<file path="src/rtl/opt_defines.svh">
// timing constants and field widths of the operand pipeline timing block
`ifndef OPT_DEFINES_SVH
`define OPT_DEFINES_SVH

`define OPT_CYC_W 8
`define OPT_ADDR_W 32
`define OPT_STORE_BUSY_CYC 2'h2
`define OPT_C_REG_MOVE 8'h01
`define OPT_C_MEM_BW 8'h03
`define OPT_C_MEM_L 8'h02
`define OPT_C_IMM_BW 8'h03
`define OPT_C_IMM_L 8'h02
`define OPT_C_IDX_ADD 8'h01
`define OPT_LONG_STEP 32'h0000_0004

`endif

</file>
<file path="src/rtl/opt_pkg.sv">
// types shared by the operand pipeline timing block
package opt_pkg;
    typedef enum logic [1:0] {SZ_BYTE, SZ_WORD, SZ_LONG} opt_size_e;
    typedef enum logic [3:0] {
        M_DREG, M_AREG, M_IND, M_POSTINC, M_PREDEC, M_D16, M_IDX,
        M_ABSW, M_ABSL, M_PC_D16, M_PC_IDX, M_IMM
    } opt_mode_e;
    typedef enum logic [1:0] {OP_MOVE, OP_RMW, OP_MULTI} opt_op_e;
    typedef enum logic {ST_IDLE, ST_EXEC} opt_state_e;
endpackage

</file>
<file path="src/rtl/opt_pipe.sv">
// operand execution pipe: instruction cost sequencing and operand accesses
`timescale 1ns/1ps
`include "opt_defines.svh"
module opt_pipe #(
    parameter int ADDR_W = `OPT_ADDR_W
) (
    input wire logic clk,
    input wire logic nrst,
    input wire logic ins_valid,
    output logic ins_ready,
    input wire opt_pkg::opt_op_e ins_op,
    input wire opt_pkg::opt_size_e ins_size,
    input wire opt_pkg::opt_mode_e ins_src_mode,
    input wire opt_pkg::opt_mode_e ins_dst_mode,
    input wire logic [ADDR_W-1:0] ins_src_addr,
    input wire logic [ADDR_W-1:0] ins_dst_addr,
    input wire logic [7:0] ins_base_cycles,
    output logic store_stall,
    output logic ins_done,
    output logic ins_illegal,
    output logic mem_req,
    output logic mem_we,
    output opt_pkg::opt_size_e mem_size,
    output logic [ADDR_W-1:0] mem_addr
);
    import opt_pkg::*;

    function automatic logic [1:0] npieces(opt_size_e s, logic [1:0] a);
        logic [1:0] n;
        n = 2'h1;
        if (s == SZ_WORD && a[0])
            n = 2'h2;
        else if (s == SZ_LONG && a == 2'h2)
            n = 2'h2;
        else if (s == SZ_LONG && a[0])
            n = 2'h3;
        return n;
    endfunction

    // size of piece i of an operand: byte/word/byte for an odd long
    function automatic opt_size_e piece_size(opt_size_e s, logic [1:0] a, logic [1:0] i);
        opt_size_e r;
        r = s;
        if (s == SZ_WORD && a[0])
            r = SZ_BYTE;
        else if (s == SZ_LONG && a == 2'h2)
            r = SZ_WORD;
        else if (s == SZ_LONG && a[0])
            r = (i == 2'h1) ? SZ_WORD : SZ_BYTE;
        return r;
    endfunction

    function automatic logic [1:0] piece_off(opt_size_e s, logic [1:0] a, logic [1:0] i);
        logic [1:0] o;
        o = 2'h0;
        if (s == SZ_WORD && a[0])
            o = i;
        else if (s == SZ_LONG && a == 2'h2)
            o = {i[0], 1'b0};
        else if (s == SZ_LONG && a[0])
            o = (i == 2'h2) ? 2'h3 : i;
        return o;
    endfunction

    opt_state_e state, next_state;
    opt_op_e l_op, next_l_op;
    opt_size_e l_size, next_l_size;
    logic [ADDR_W-1:0] l_src, next_l_src, l_dst, next_l_dst;
    logic rd_left, next_rd_left;
    logic [7:0] wr_left, next_wr_left, cnt, next_cnt;
    logic [1:0] pidx, next_pidx, busy, next_busy;
    logic next_done, next_illegal, next_mem_req, next_mem_we;
    opt_size_e next_mem_size;
    logic [ADDR_W-1:0] next_mem_addr;
    logic [7:0] c_cycles, c_reads, c_writes, total;
    logic c_illegal, free, exec_last, in_store, acc_go;
    logic [1:0] np_src, np_dst, np_cur;

    opt_cost u_cost (
        .op(ins_op),
        .size(ins_size),
        .src_mode(ins_src_mode),
        .dst_mode(ins_dst_mode),
        .base_cycles(ins_base_cycles),
        .cycles(c_cycles),
        .reads(c_reads),
        .writes(c_writes),
        .illegal(c_illegal)
    );

    always_comb
    begin
        np_src = npieces(ins_size, ins_src_addr[1:0]);
        np_dst = npieces(ins_size, ins_dst_addr[1:0]);
        // a misaligned read adds one cycle per read piece, a misaligned write one per extra write piece
        total = c_cycles;
        if (ins_op != OP_MULTI && c_reads != 8'h00 && np_src != 2'h1)
            total = total + {6'h00, np_src};
        if (ins_op != OP_MULTI && c_writes != 8'h00)
            total = total + {6'h00, np_dst - 2'h1};
    end

    assign exec_last = (state == ST_EXEC) && (cnt == 8'h01);
    assign free = (state == ST_IDLE) || exec_last;
    // the transfer of many registers uses its own resources, so busy is ignored
    assign in_store = (c_writes != 8'h00) && (ins_op != OP_MULTI);
    assign store_stall = free && ins_valid && in_store && (busy != 2'h0);
    assign ins_ready = free && !store_stall;
    assign acc_go = ins_valid && ins_ready && !c_illegal;

    always_comb
    begin
        next_state = state;
        next_l_op = l_op;
        next_l_size = l_size;
        next_l_src = l_src;
        next_l_dst = l_dst;
        next_rd_left = rd_left;
        next_wr_left = wr_left;
        next_pidx = pidx;
        next_cnt = cnt;
        next_busy = (busy != 2'h0) ? busy - 2'h1 : 2'h0;
        next_done = 1'b0;
        next_illegal = ins_valid && ins_ready && c_illegal;
        next_mem_req = 1'b0;
        next_mem_we = 1'b0;
        next_mem_size = l_size;
        next_mem_addr = '0;
        np_cur = npieces(l_size, rd_left ? l_src[1:0] : l_dst[1:0]);
        if (state == ST_EXEC)
        begin
            // reads always go out before writes, one aligned piece per clock
            if (rd_left)
            begin
                next_mem_req = 1'b1;
                next_mem_size = piece_size(l_size, l_src[1:0], pidx);
                next_mem_addr = l_src + ADDR_W'(piece_off(l_size, l_src[1:0], pidx));
                next_pidx = (pidx == np_cur - 2'h1) ? 2'h0 : pidx + 2'h1;
                next_rd_left = (pidx != np_cur - 2'h1);
            end
            else if (wr_left != 8'h00)
            begin
                next_mem_req = 1'b1;
                next_mem_we = 1'b1;
                if (l_op == OP_MULTI)
                begin
                    next_mem_size = SZ_LONG;
                    next_mem_addr = l_dst;
                    next_l_dst = l_dst + ADDR_W'(`OPT_LONG_STEP);
                    next_wr_left = wr_left - 8'h01;
                end
                else
                begin
                    next_mem_size = piece_size(l_size, l_dst[1:0], pidx);
                    next_mem_addr = l_dst + ADDR_W'(piece_off(l_size, l_dst[1:0], pidx));
                    next_pidx = (pidx == np_cur - 2'h1) ? 2'h0 : pidx + 2'h1;
                    next_wr_left = (pidx == np_cur - 2'h1) ? 8'h00 : wr_left;
                end
            end
            next_cnt = cnt - 8'h01;
            if (exec_last)
            begin
                next_done = 1'b1;
                next_state = ST_IDLE;
            end
        end
        if (acc_go)
        begin
            next_state = ST_EXEC;
            next_l_op = ins_op;
            next_l_size = ins_size;
            next_l_src = ins_src_addr;
            next_l_dst = ins_dst_addr;
            next_rd_left = (c_reads != 8'h00);
            next_wr_left = c_writes;
            next_pidx = 2'h0;
            next_cnt = total;
            if (in_store)
                next_busy = `OPT_STORE_BUSY_CYC;
        end
    end

    always_ff @(posedge clk or negedge nrst)
    begin
        if (!nrst)
        begin
            state <= ST_IDLE;
            l_op <= OP_MOVE;
            l_size <= SZ_BYTE;
            l_src <= '0;
            l_dst <= '0;
            rd_left <= 1'b0;
            wr_left <= 8'h00;
            pidx <= 2'h0;
            cnt <= 8'h00;
            busy <= 2'h0;
            ins_done <= 1'b0;
            ins_illegal <= 1'b0;
            mem_req <= 1'b0;
            mem_we <= 1'b0;
            mem_size <= SZ_BYTE;
            mem_addr <= '0;
        end
        else
        begin
            state <= next_state;
            l_op <= next_l_op;
            l_size <= next_l_size;
            l_src <= next_l_src;
            l_dst <= next_l_dst;
            rd_left <= next_rd_left;
            wr_left <= next_wr_left;
            pidx <= next_pidx;
            cnt <= next_cnt;
            busy <= next_busy;
            ins_done <= next_done;
            ins_illegal <= next_illegal;
            mem_req <= next_mem_req;
            mem_we <= next_mem_we;
            mem_size <= next_mem_size;
            mem_addr <= next_mem_addr;
        end
    end

    // checking helpers: cycles spent and cycles promised for the current instruction
    logic [7:0] run, l_total;
    always_ff @(posedge clk or negedge nrst)
    begin
        if (!nrst)
        begin
            run <= 8'h00;
            l_total <= 8'h00;
        end
        else
        begin
            run <= acc_go ? 8'h00 : run + 8'h01;
            l_total <= acc_go ? total : l_total;
        end
    end
endmodule

</file>
<file path="src/rtl/opt_cost.sv">
// base cost lookup: cycles and operand references of one instruction
`timescale 1ns/1ps
`include "opt_defines.svh"
module opt_cost (
    input wire opt_pkg::opt_op_e op,
    input wire opt_pkg::opt_size_e size,
    input wire opt_pkg::opt_mode_e src_mode,
    input wire opt_pkg::opt_mode_e dst_mode,
    input wire logic [7:0] base_cycles,
    output logic [7:0] cycles,
    output logic [7:0] reads,
    output logic [7:0] writes,
    output logic illegal
);
    import opt_pkg::*;
    opt_mode_e src_m;
    logic src_reg, src_imm, src_idx, src_abs, src_mem, dst_reg, dst_idx, dst_abs, is_long;

    always_comb
    begin
        // pc-relative sources cost the same as their address-register forms
        src_m = src_mode;
        if (src_mode == M_PC_D16)
            src_m = M_D16;
        else if (src_mode == M_PC_IDX)
            src_m = M_IDX;
        src_reg = (src_m == M_DREG) || (src_m == M_AREG);
        src_imm = (src_m == M_IMM);
        src_idx = (src_m == M_IDX);
        src_abs = (src_m == M_ABSW) || (src_m == M_ABSL);
        src_mem = !src_reg && !src_imm;
        dst_reg = (dst_mode == M_DREG) || (dst_mode == M_AREG);
        dst_idx = (dst_mode == M_IDX);
        dst_abs = (dst_mode == M_ABSW) || (dst_mode == M_ABSL);
        is_long = (size == SZ_LONG);
        cycles = base_cycles;
        reads = 8'h00;
        writes = 8'h00;
        illegal = 1'b0;
        unique case (op)
            OP_MOVE:
            begin
                illegal = (dst_mode == M_PC_D16) || (dst_mode == M_PC_IDX)
                    || (dst_mode == M_IMM)
                    || ((src_m == M_D16) && (dst_idx || dst_abs))
                    || ((src_idx || src_abs || src_imm)
                        && ((dst_mode == M_D16) || dst_idx || dst_abs));
                reads = {7'h00, src_mem};
                writes = {7'h00, !dst_reg};
                if (src_reg)
                    cycles = `OPT_C_REG_MOVE + (dst_idx ? `OPT_C_IDX_ADD : 8'h00);
                else if (src_imm)
                    cycles = dst_reg ? `OPT_C_REG_MOVE
                        : (is_long ? `OPT_C_IMM_L : `OPT_C_IMM_BW);
                else
                    cycles = (is_long ? `OPT_C_MEM_L : `OPT_C_MEM_BW)
                        + (src_idx ? `OPT_C_IDX_ADD : 8'h00)
                        + (dst_idx ? `OPT_C_IDX_ADD : 8'h00);
            end
            OP_RMW:
            begin
                reads = 8'h01;
                writes = 8'h01;
            end
            OP_MULTI:
                writes = base_cycles;
        endcase
    end
endmodule

</file>
<file path="config.mk">
export PLATFORM = sky130hd
export DESIGN_NAME = opt_pipe
export DESIGN_NICKNAME = d
export VERILOG_FILES = /design/src/rtl/opt_pkg.sv /design/src/rtl/opt_pipe.sv /design/src/rtl/opt_cost.sv
export VERILOG_INCLUDE_DIRS = /design/src /design/src/rtl
export SDC_FILE = /design/constraint.sdc
export NUM_CORES = 1
export LEC_CHECK = 0
export BUFFER_PORTS_ARGS = -buffer_cell sky130_fd_sc_hd__buf_2
export CAP_MARGIN = 30
export CORE_UTILIZATION = 50
export CTS_CLUSTER_DIAMETER = 150
export DETAILED_ROUTE_END_ITERATION = 16
export PLACE_DENSITY = 0.8
export SKIP_CTS_REPAIR_TIMING = 1
export SYNTH_ARGS = -nofsm -noshare
export SYNTH_HDL_FRONTEND = slang
export SYNTH_HIERARCHICAL = 1
export SYNTH_SLANG_ARGS = --single-unit
</file>
<file path="constraint.sdc">
create_clock -name clk -period 3.2 [get_ports clk]
set_input_delay 0.96 -clock clk [delete_from_list [all_inputs] [get_ports clk]]
set_output_delay 0.96 -clock clk [all_outputs]
set_load 0.05 [all_outputs]
</file>
==> results.txt <==
The utilization after layout is 68.07%. The total number of placement rows came out at 45. The worst hold-check slack came out at 482.7 ps. The flow ran to the end, but the final reports show violations. The number of sinks on the clock net came out at 128. The largest buffer count on any clock path came out at 2. Summing all multi-input logic gate instances after layout gives 4786 sq um.

In this run the critical register-to-register path is captured at mem_addr[20]. Ranked by total cell area, the synthesized netlist is headed by sky130_fd_sc_hd__dfrtp_1 (40%), sky130_fd_sc_hd__nand2_1 (8.9%), sky130_fd_sc_hd__xor2_1 (6.0%). Setup violations remaining at the end of the flow were counted as 9.

The average cell area after synthesis is 8.418 sq um. The die is 128.3 um wide. Counting flops with a built-in enable in the synthesized netlist gives 0.

The number of failing hold endpoints at the final stage is 0. The filler cell count came out at 1,192. The maximum clock frequency is 0.2519 GHz. The worst setup path startpoint is ins_src_mode[3]. The area occupied by registers is 3206 sq um. The full die area came out at 16,470 sq um. The core footprint is 15,370 sq um. The detailed-route wire length per cell is 16.33 um. The slew at the pin with the worst max-slew slack came out at 592.6 ps. In this run the most used layer during global routing was met2. The final net count is 1,266.

The netlist uses 61 different library cells. The cell area that synthesis handed to floorplanning was 7980 sq um. Data on the critical path arrives at its endpoint at 4270 ps.

Global routing consumed, on the met2 layer, 43.53% of the routing resources. The total of warnings raised by yosys is 6. The I/O pin total is 127. The cell area after layout is 10,460 sq um. The setup skew after layout is 10.05 ps. The worst setup path is captured at a register. The worst-case vdd ir drop came out at 0.6344 mV.

The wire length of the first global-routing pass came out at 34,920 um. The final wirelength came out at 22,500 um. The antenna diode instance count came out at 0. In this run the critical register-to-register path is launched from pidx[1].

The commonest non-fill, non-tap cell in the layout is sky130_fd_sc_hd__nand2_1. Summed over all layers, the global routing overflow is 0. The clock transition at the registers of the reported paths is 60 ps.

The worst-case reg-to-reg path depth came out at 15. In this run the worst path has a maximum fanout of 3. The count of input and output buffers came out at 126.

Dividing the detail-routed via count by the number of cells gives 5.547. Setup repair after global routing could not meet its margin everywhere. The placed instance area came out at 9534 sq um.

Routability-driven placement finished with a final weighted congestion of 0.8895. The final reports fail on setup timing. The fraction of synthesized cell area taken by the top area cell type came out at 40.14%.

The share of final-layout standard cells stronger than drive strength 1 came out at 27.68%. The register-to-register setup slack came out at 150 ps. The max-slew violation count came to 0. The count of antenna-violating nets left after detailed routing is 0. The post-synthesis sequential area ratio is 40.14%. The post-route setup TNS came out at -4491 ps.

The count of state elements after synthesis came out at 128. The final critical path takes up 124.1% of the cycle. In the synthesized netlist the dominant register cell turns out to be sky130_fd_sc_hd__dfrtp_1. The fraction of registers with async set/reset is 100.0%. The final worst-path setup slack is -770.5 ps. The die extent in y is 128.3 um. The number of detailed-routing iterations run before antenna repair is 5. In this run the worst setup path terminates at cnt[7]. TritonCTS built the clock tree. The library cell occupying the most area in the post-synthesis netlist is sky130_fd_sc_hd__dfrtp_1. The start-to-end type of the worst setup path is primary input to register. STA puts the critical path data required time at 3500 ps. For this block, the via count after detailed routing is 7,644. The detailed placer's ending HPWL came out at 16,100 um. The reported leakage power is 4.699 nW. The initial cell density of the core is 51.92%.

The initial antenna violation count is 0. The clock latency of the later-clocked register in the worst-skew pair is 420 ps. CTS placed an instance of sky130_fd_sc_hd__clkbuf_16 at the clock tree root. The minimum clock period is 3970 ps. In the layout the commonest cells are sky130_fd_sc_hd__nand2_1 (188), sky130_fd_sc_hd__dfrtp_1 (126), sky130_fd_sc_hd__buf_2 (119). Entering global routing, the biggest net connects 44 pins. The met1 track demand over resource is 36.43%. The number of max-cap violations is 0. The total track usage is 27.04%. The number of DRC markers after the initial detailed-route iteration is 698. The number of global-route vias before repair is 7,273.

The power per cell area is 926.7 nW/um^2. The global-route met3 utilization came out at 4.574%. The worst setup path is launched from a primary input. The synthesized instance count came out at 948.

The DRC violation count after routing is 0. The H-tree level count came out at 4. From synthesis to final layout, the design area changed by 31.11%. The number of buffers inserted during clock tree synthesis is 17. The relative slew slack is 60.50%. The tightest min-delay check is of the register to register type.
-- area by class of cell --
type                            count  area share (%)
Multi-Input combinational cell    750           45.74
Timing Repair Buffer              228           14.39
Inverter                           30           1.148
Sequential cell                   128           30.64
Clock inverter                      9           1.028
Clock buffer                       22           4.532
Tap cell                          211           2.523
-- per-stage QoR --
step / std cells / worst slack [ps] / power (mW)
finish: 1378 / -770.5 / 9.696
global route: 1378 / -921.3 / 10.26
CTS: 1373 / -838.8 / 9.450
detailed placement: 1342 / -1247 / 7.493
global placement: 1342 / -1181 / 7.365
floorplan: 954 / -993.8 / 6.094
-- per-layer routing --
| metal | vias to the layer above | wire, um |
|---|---|---|
| met3 | 60 | 1417 |
| met1 | 3622 | 9778 |
| met2 | 330 | 10630 |
| li1 | 3632 | - |
| met4 | 0 | 672 |
| met5 | - | 0 |
-- report_power, final --
group	internal, mW	switching [mW]
sequential	2.38	0.781
combinational	1.69	2.92
clock	1.20	0.724
-- kinds of logic (layout without fill, tap and decap cells) --
| family | count (synthesis) | count (layout) | synth area share, % |
|---|---|---|---|
| AO/OA/AOI/OAI | 152 | 152 | 11.24 |
| multiplexers | 11 | 11 | 1.411 |
| XOR/XNOR | 107 | 107 | 11.74 |
| other | 1 | 7 | 0.04699 |
| adder cells (fa/ha/maj) | 24 | 24 | 4.233 |
| AND/OR/NAND/NOR | 449 | 449 | 27.03 |
| flip-flops | 128 | 128 | 40.14 |
| buffers and inverters | 76 | 289 | 4.155 |
-- sequential cells by signal, indices dropped and copies added (netlist names) --
register and count:
mem_we 1, mem_addr 32, pidx 2, mem_size 2, mem_req 1, cnt 8, busy 2, l_op 2
ins_illegal 1, rd_left 1, l_size 2, wr_left 8, ins_done 1, state 1, l_dst 32, l_src 32
-- critical path, stage by stage --
cell                       delay [ps]
sky130_fd_sc_hd__buf_6             80
sky130_fd_sc_hd__and2b_2          220
sky130_fd_sc_hd__nor2b_2          150
sky130_fd_sc_hd__nor3b_2           70
sky130_fd_sc_hd__fa_1             520
sky130_fd_sc_hd__nor2_2            60
sky130_fd_sc_hd__o31ai_2          210
sky130_fd_sc_hd__ha_2             230
sky130_fd_sc_hd__inv_2             40
sky130_fd_sc_hd__fa_2             520
sky130_fd_sc_hd__o21ai_2           60
sky130_fd_sc_hd__ha_1             270
sky130_fd_sc_hd__a21o_1           120
sky130_fd_sc_hd__nand3_1           70
sky130_fd_sc_hd__mux2_4           290
sky130_fd_sc_hd__a211oi_2         170
sky130_fd_sc_hd__xor2_1           160
sky130_fd_sc_hd__a21oi_1           80
-- cell usage after synthesis (2+ instances only) --
master                     instances
sky130_fd_sc_hd__and3_1           16
sky130_fd_sc_hd__or3_4             2
sky130_fd_sc_hd__buf_1             2
sky130_fd_sc_hd__fa_1              5
sky130_fd_sc_hd__nor4b_1           3
sky130_fd_sc_hd__and4_1           10
sky130_fd_sc_hd__a21o_1            3
sky130_fd_sc_hd__xor2_1           55
sky130_fd_sc_hd__xnor2_1          52
sky130_fd_sc_hd__nand2_1         189
sky130_fd_sc_hd__o211ai_1          5
sky130_fd_sc_hd__nor3b_1           2
sky130_fd_sc_hd__nand4_1          16
sky130_fd_sc_hd__dfrtp_1         128
sky130_fd_sc_hd__o21ai_0          52
sky130_fd_sc_hd__ha_1             19
sky130_fd_sc_hd__buf_4             7
sky130_fd_sc_hd__nor4_1            9
sky130_fd_sc_hd__clkbuf_1         23
sky130_fd_sc_hd__o31ai_1           5
sky130_fd_sc_hd__nor3_1           16
sky130_fd_sc_hd__inv_1            28
sky130_fd_sc_hd__or3_1             4
sky130_fd_sc_hd__mux2_2            2
sky130_fd_sc_hd__or4_1             5
sky130_fd_sc_hd__nand3b_1          4
sky130_fd_sc_hd__nand3_1          33
sky130_fd_sc_hd__o21ai_1           3
sky130_fd_sc_hd__nor2_1           87
sky130_fd_sc_hd__and2_1           13
sky130_fd_sc_hd__a21oi_1          33
sky130_fd_sc_hd__a211oi_1          2
sky130_fd_sc_hd__a31oi_1           8
sky130_fd_sc_hd__o22ai_1          26
sky130_fd_sc_hd__a22oi_1           7
sky130_fd_sc_hd__nand2b_1         15
sky130_fd_sc_hd__nor2b_1          15
sky130_fd_sc_hd__buf_2            13
sky130_fd_sc_hd__mux2i_1           9
-- worst min-delay path by stage --
stage / startpoint / endpoint / depth (start not counted)
floorplan: busy[0] / busy[0] / 1
global placement: busy[0] / busy[0] / 1
detailed placement: busy[0] / busy[0] / 1
CTS: busy[0] / busy[0] / 1
global route: busy[0] / busy[0] / 1
finish: busy[0] / busy[0] / 1
(Power assumes the default switching activity.)
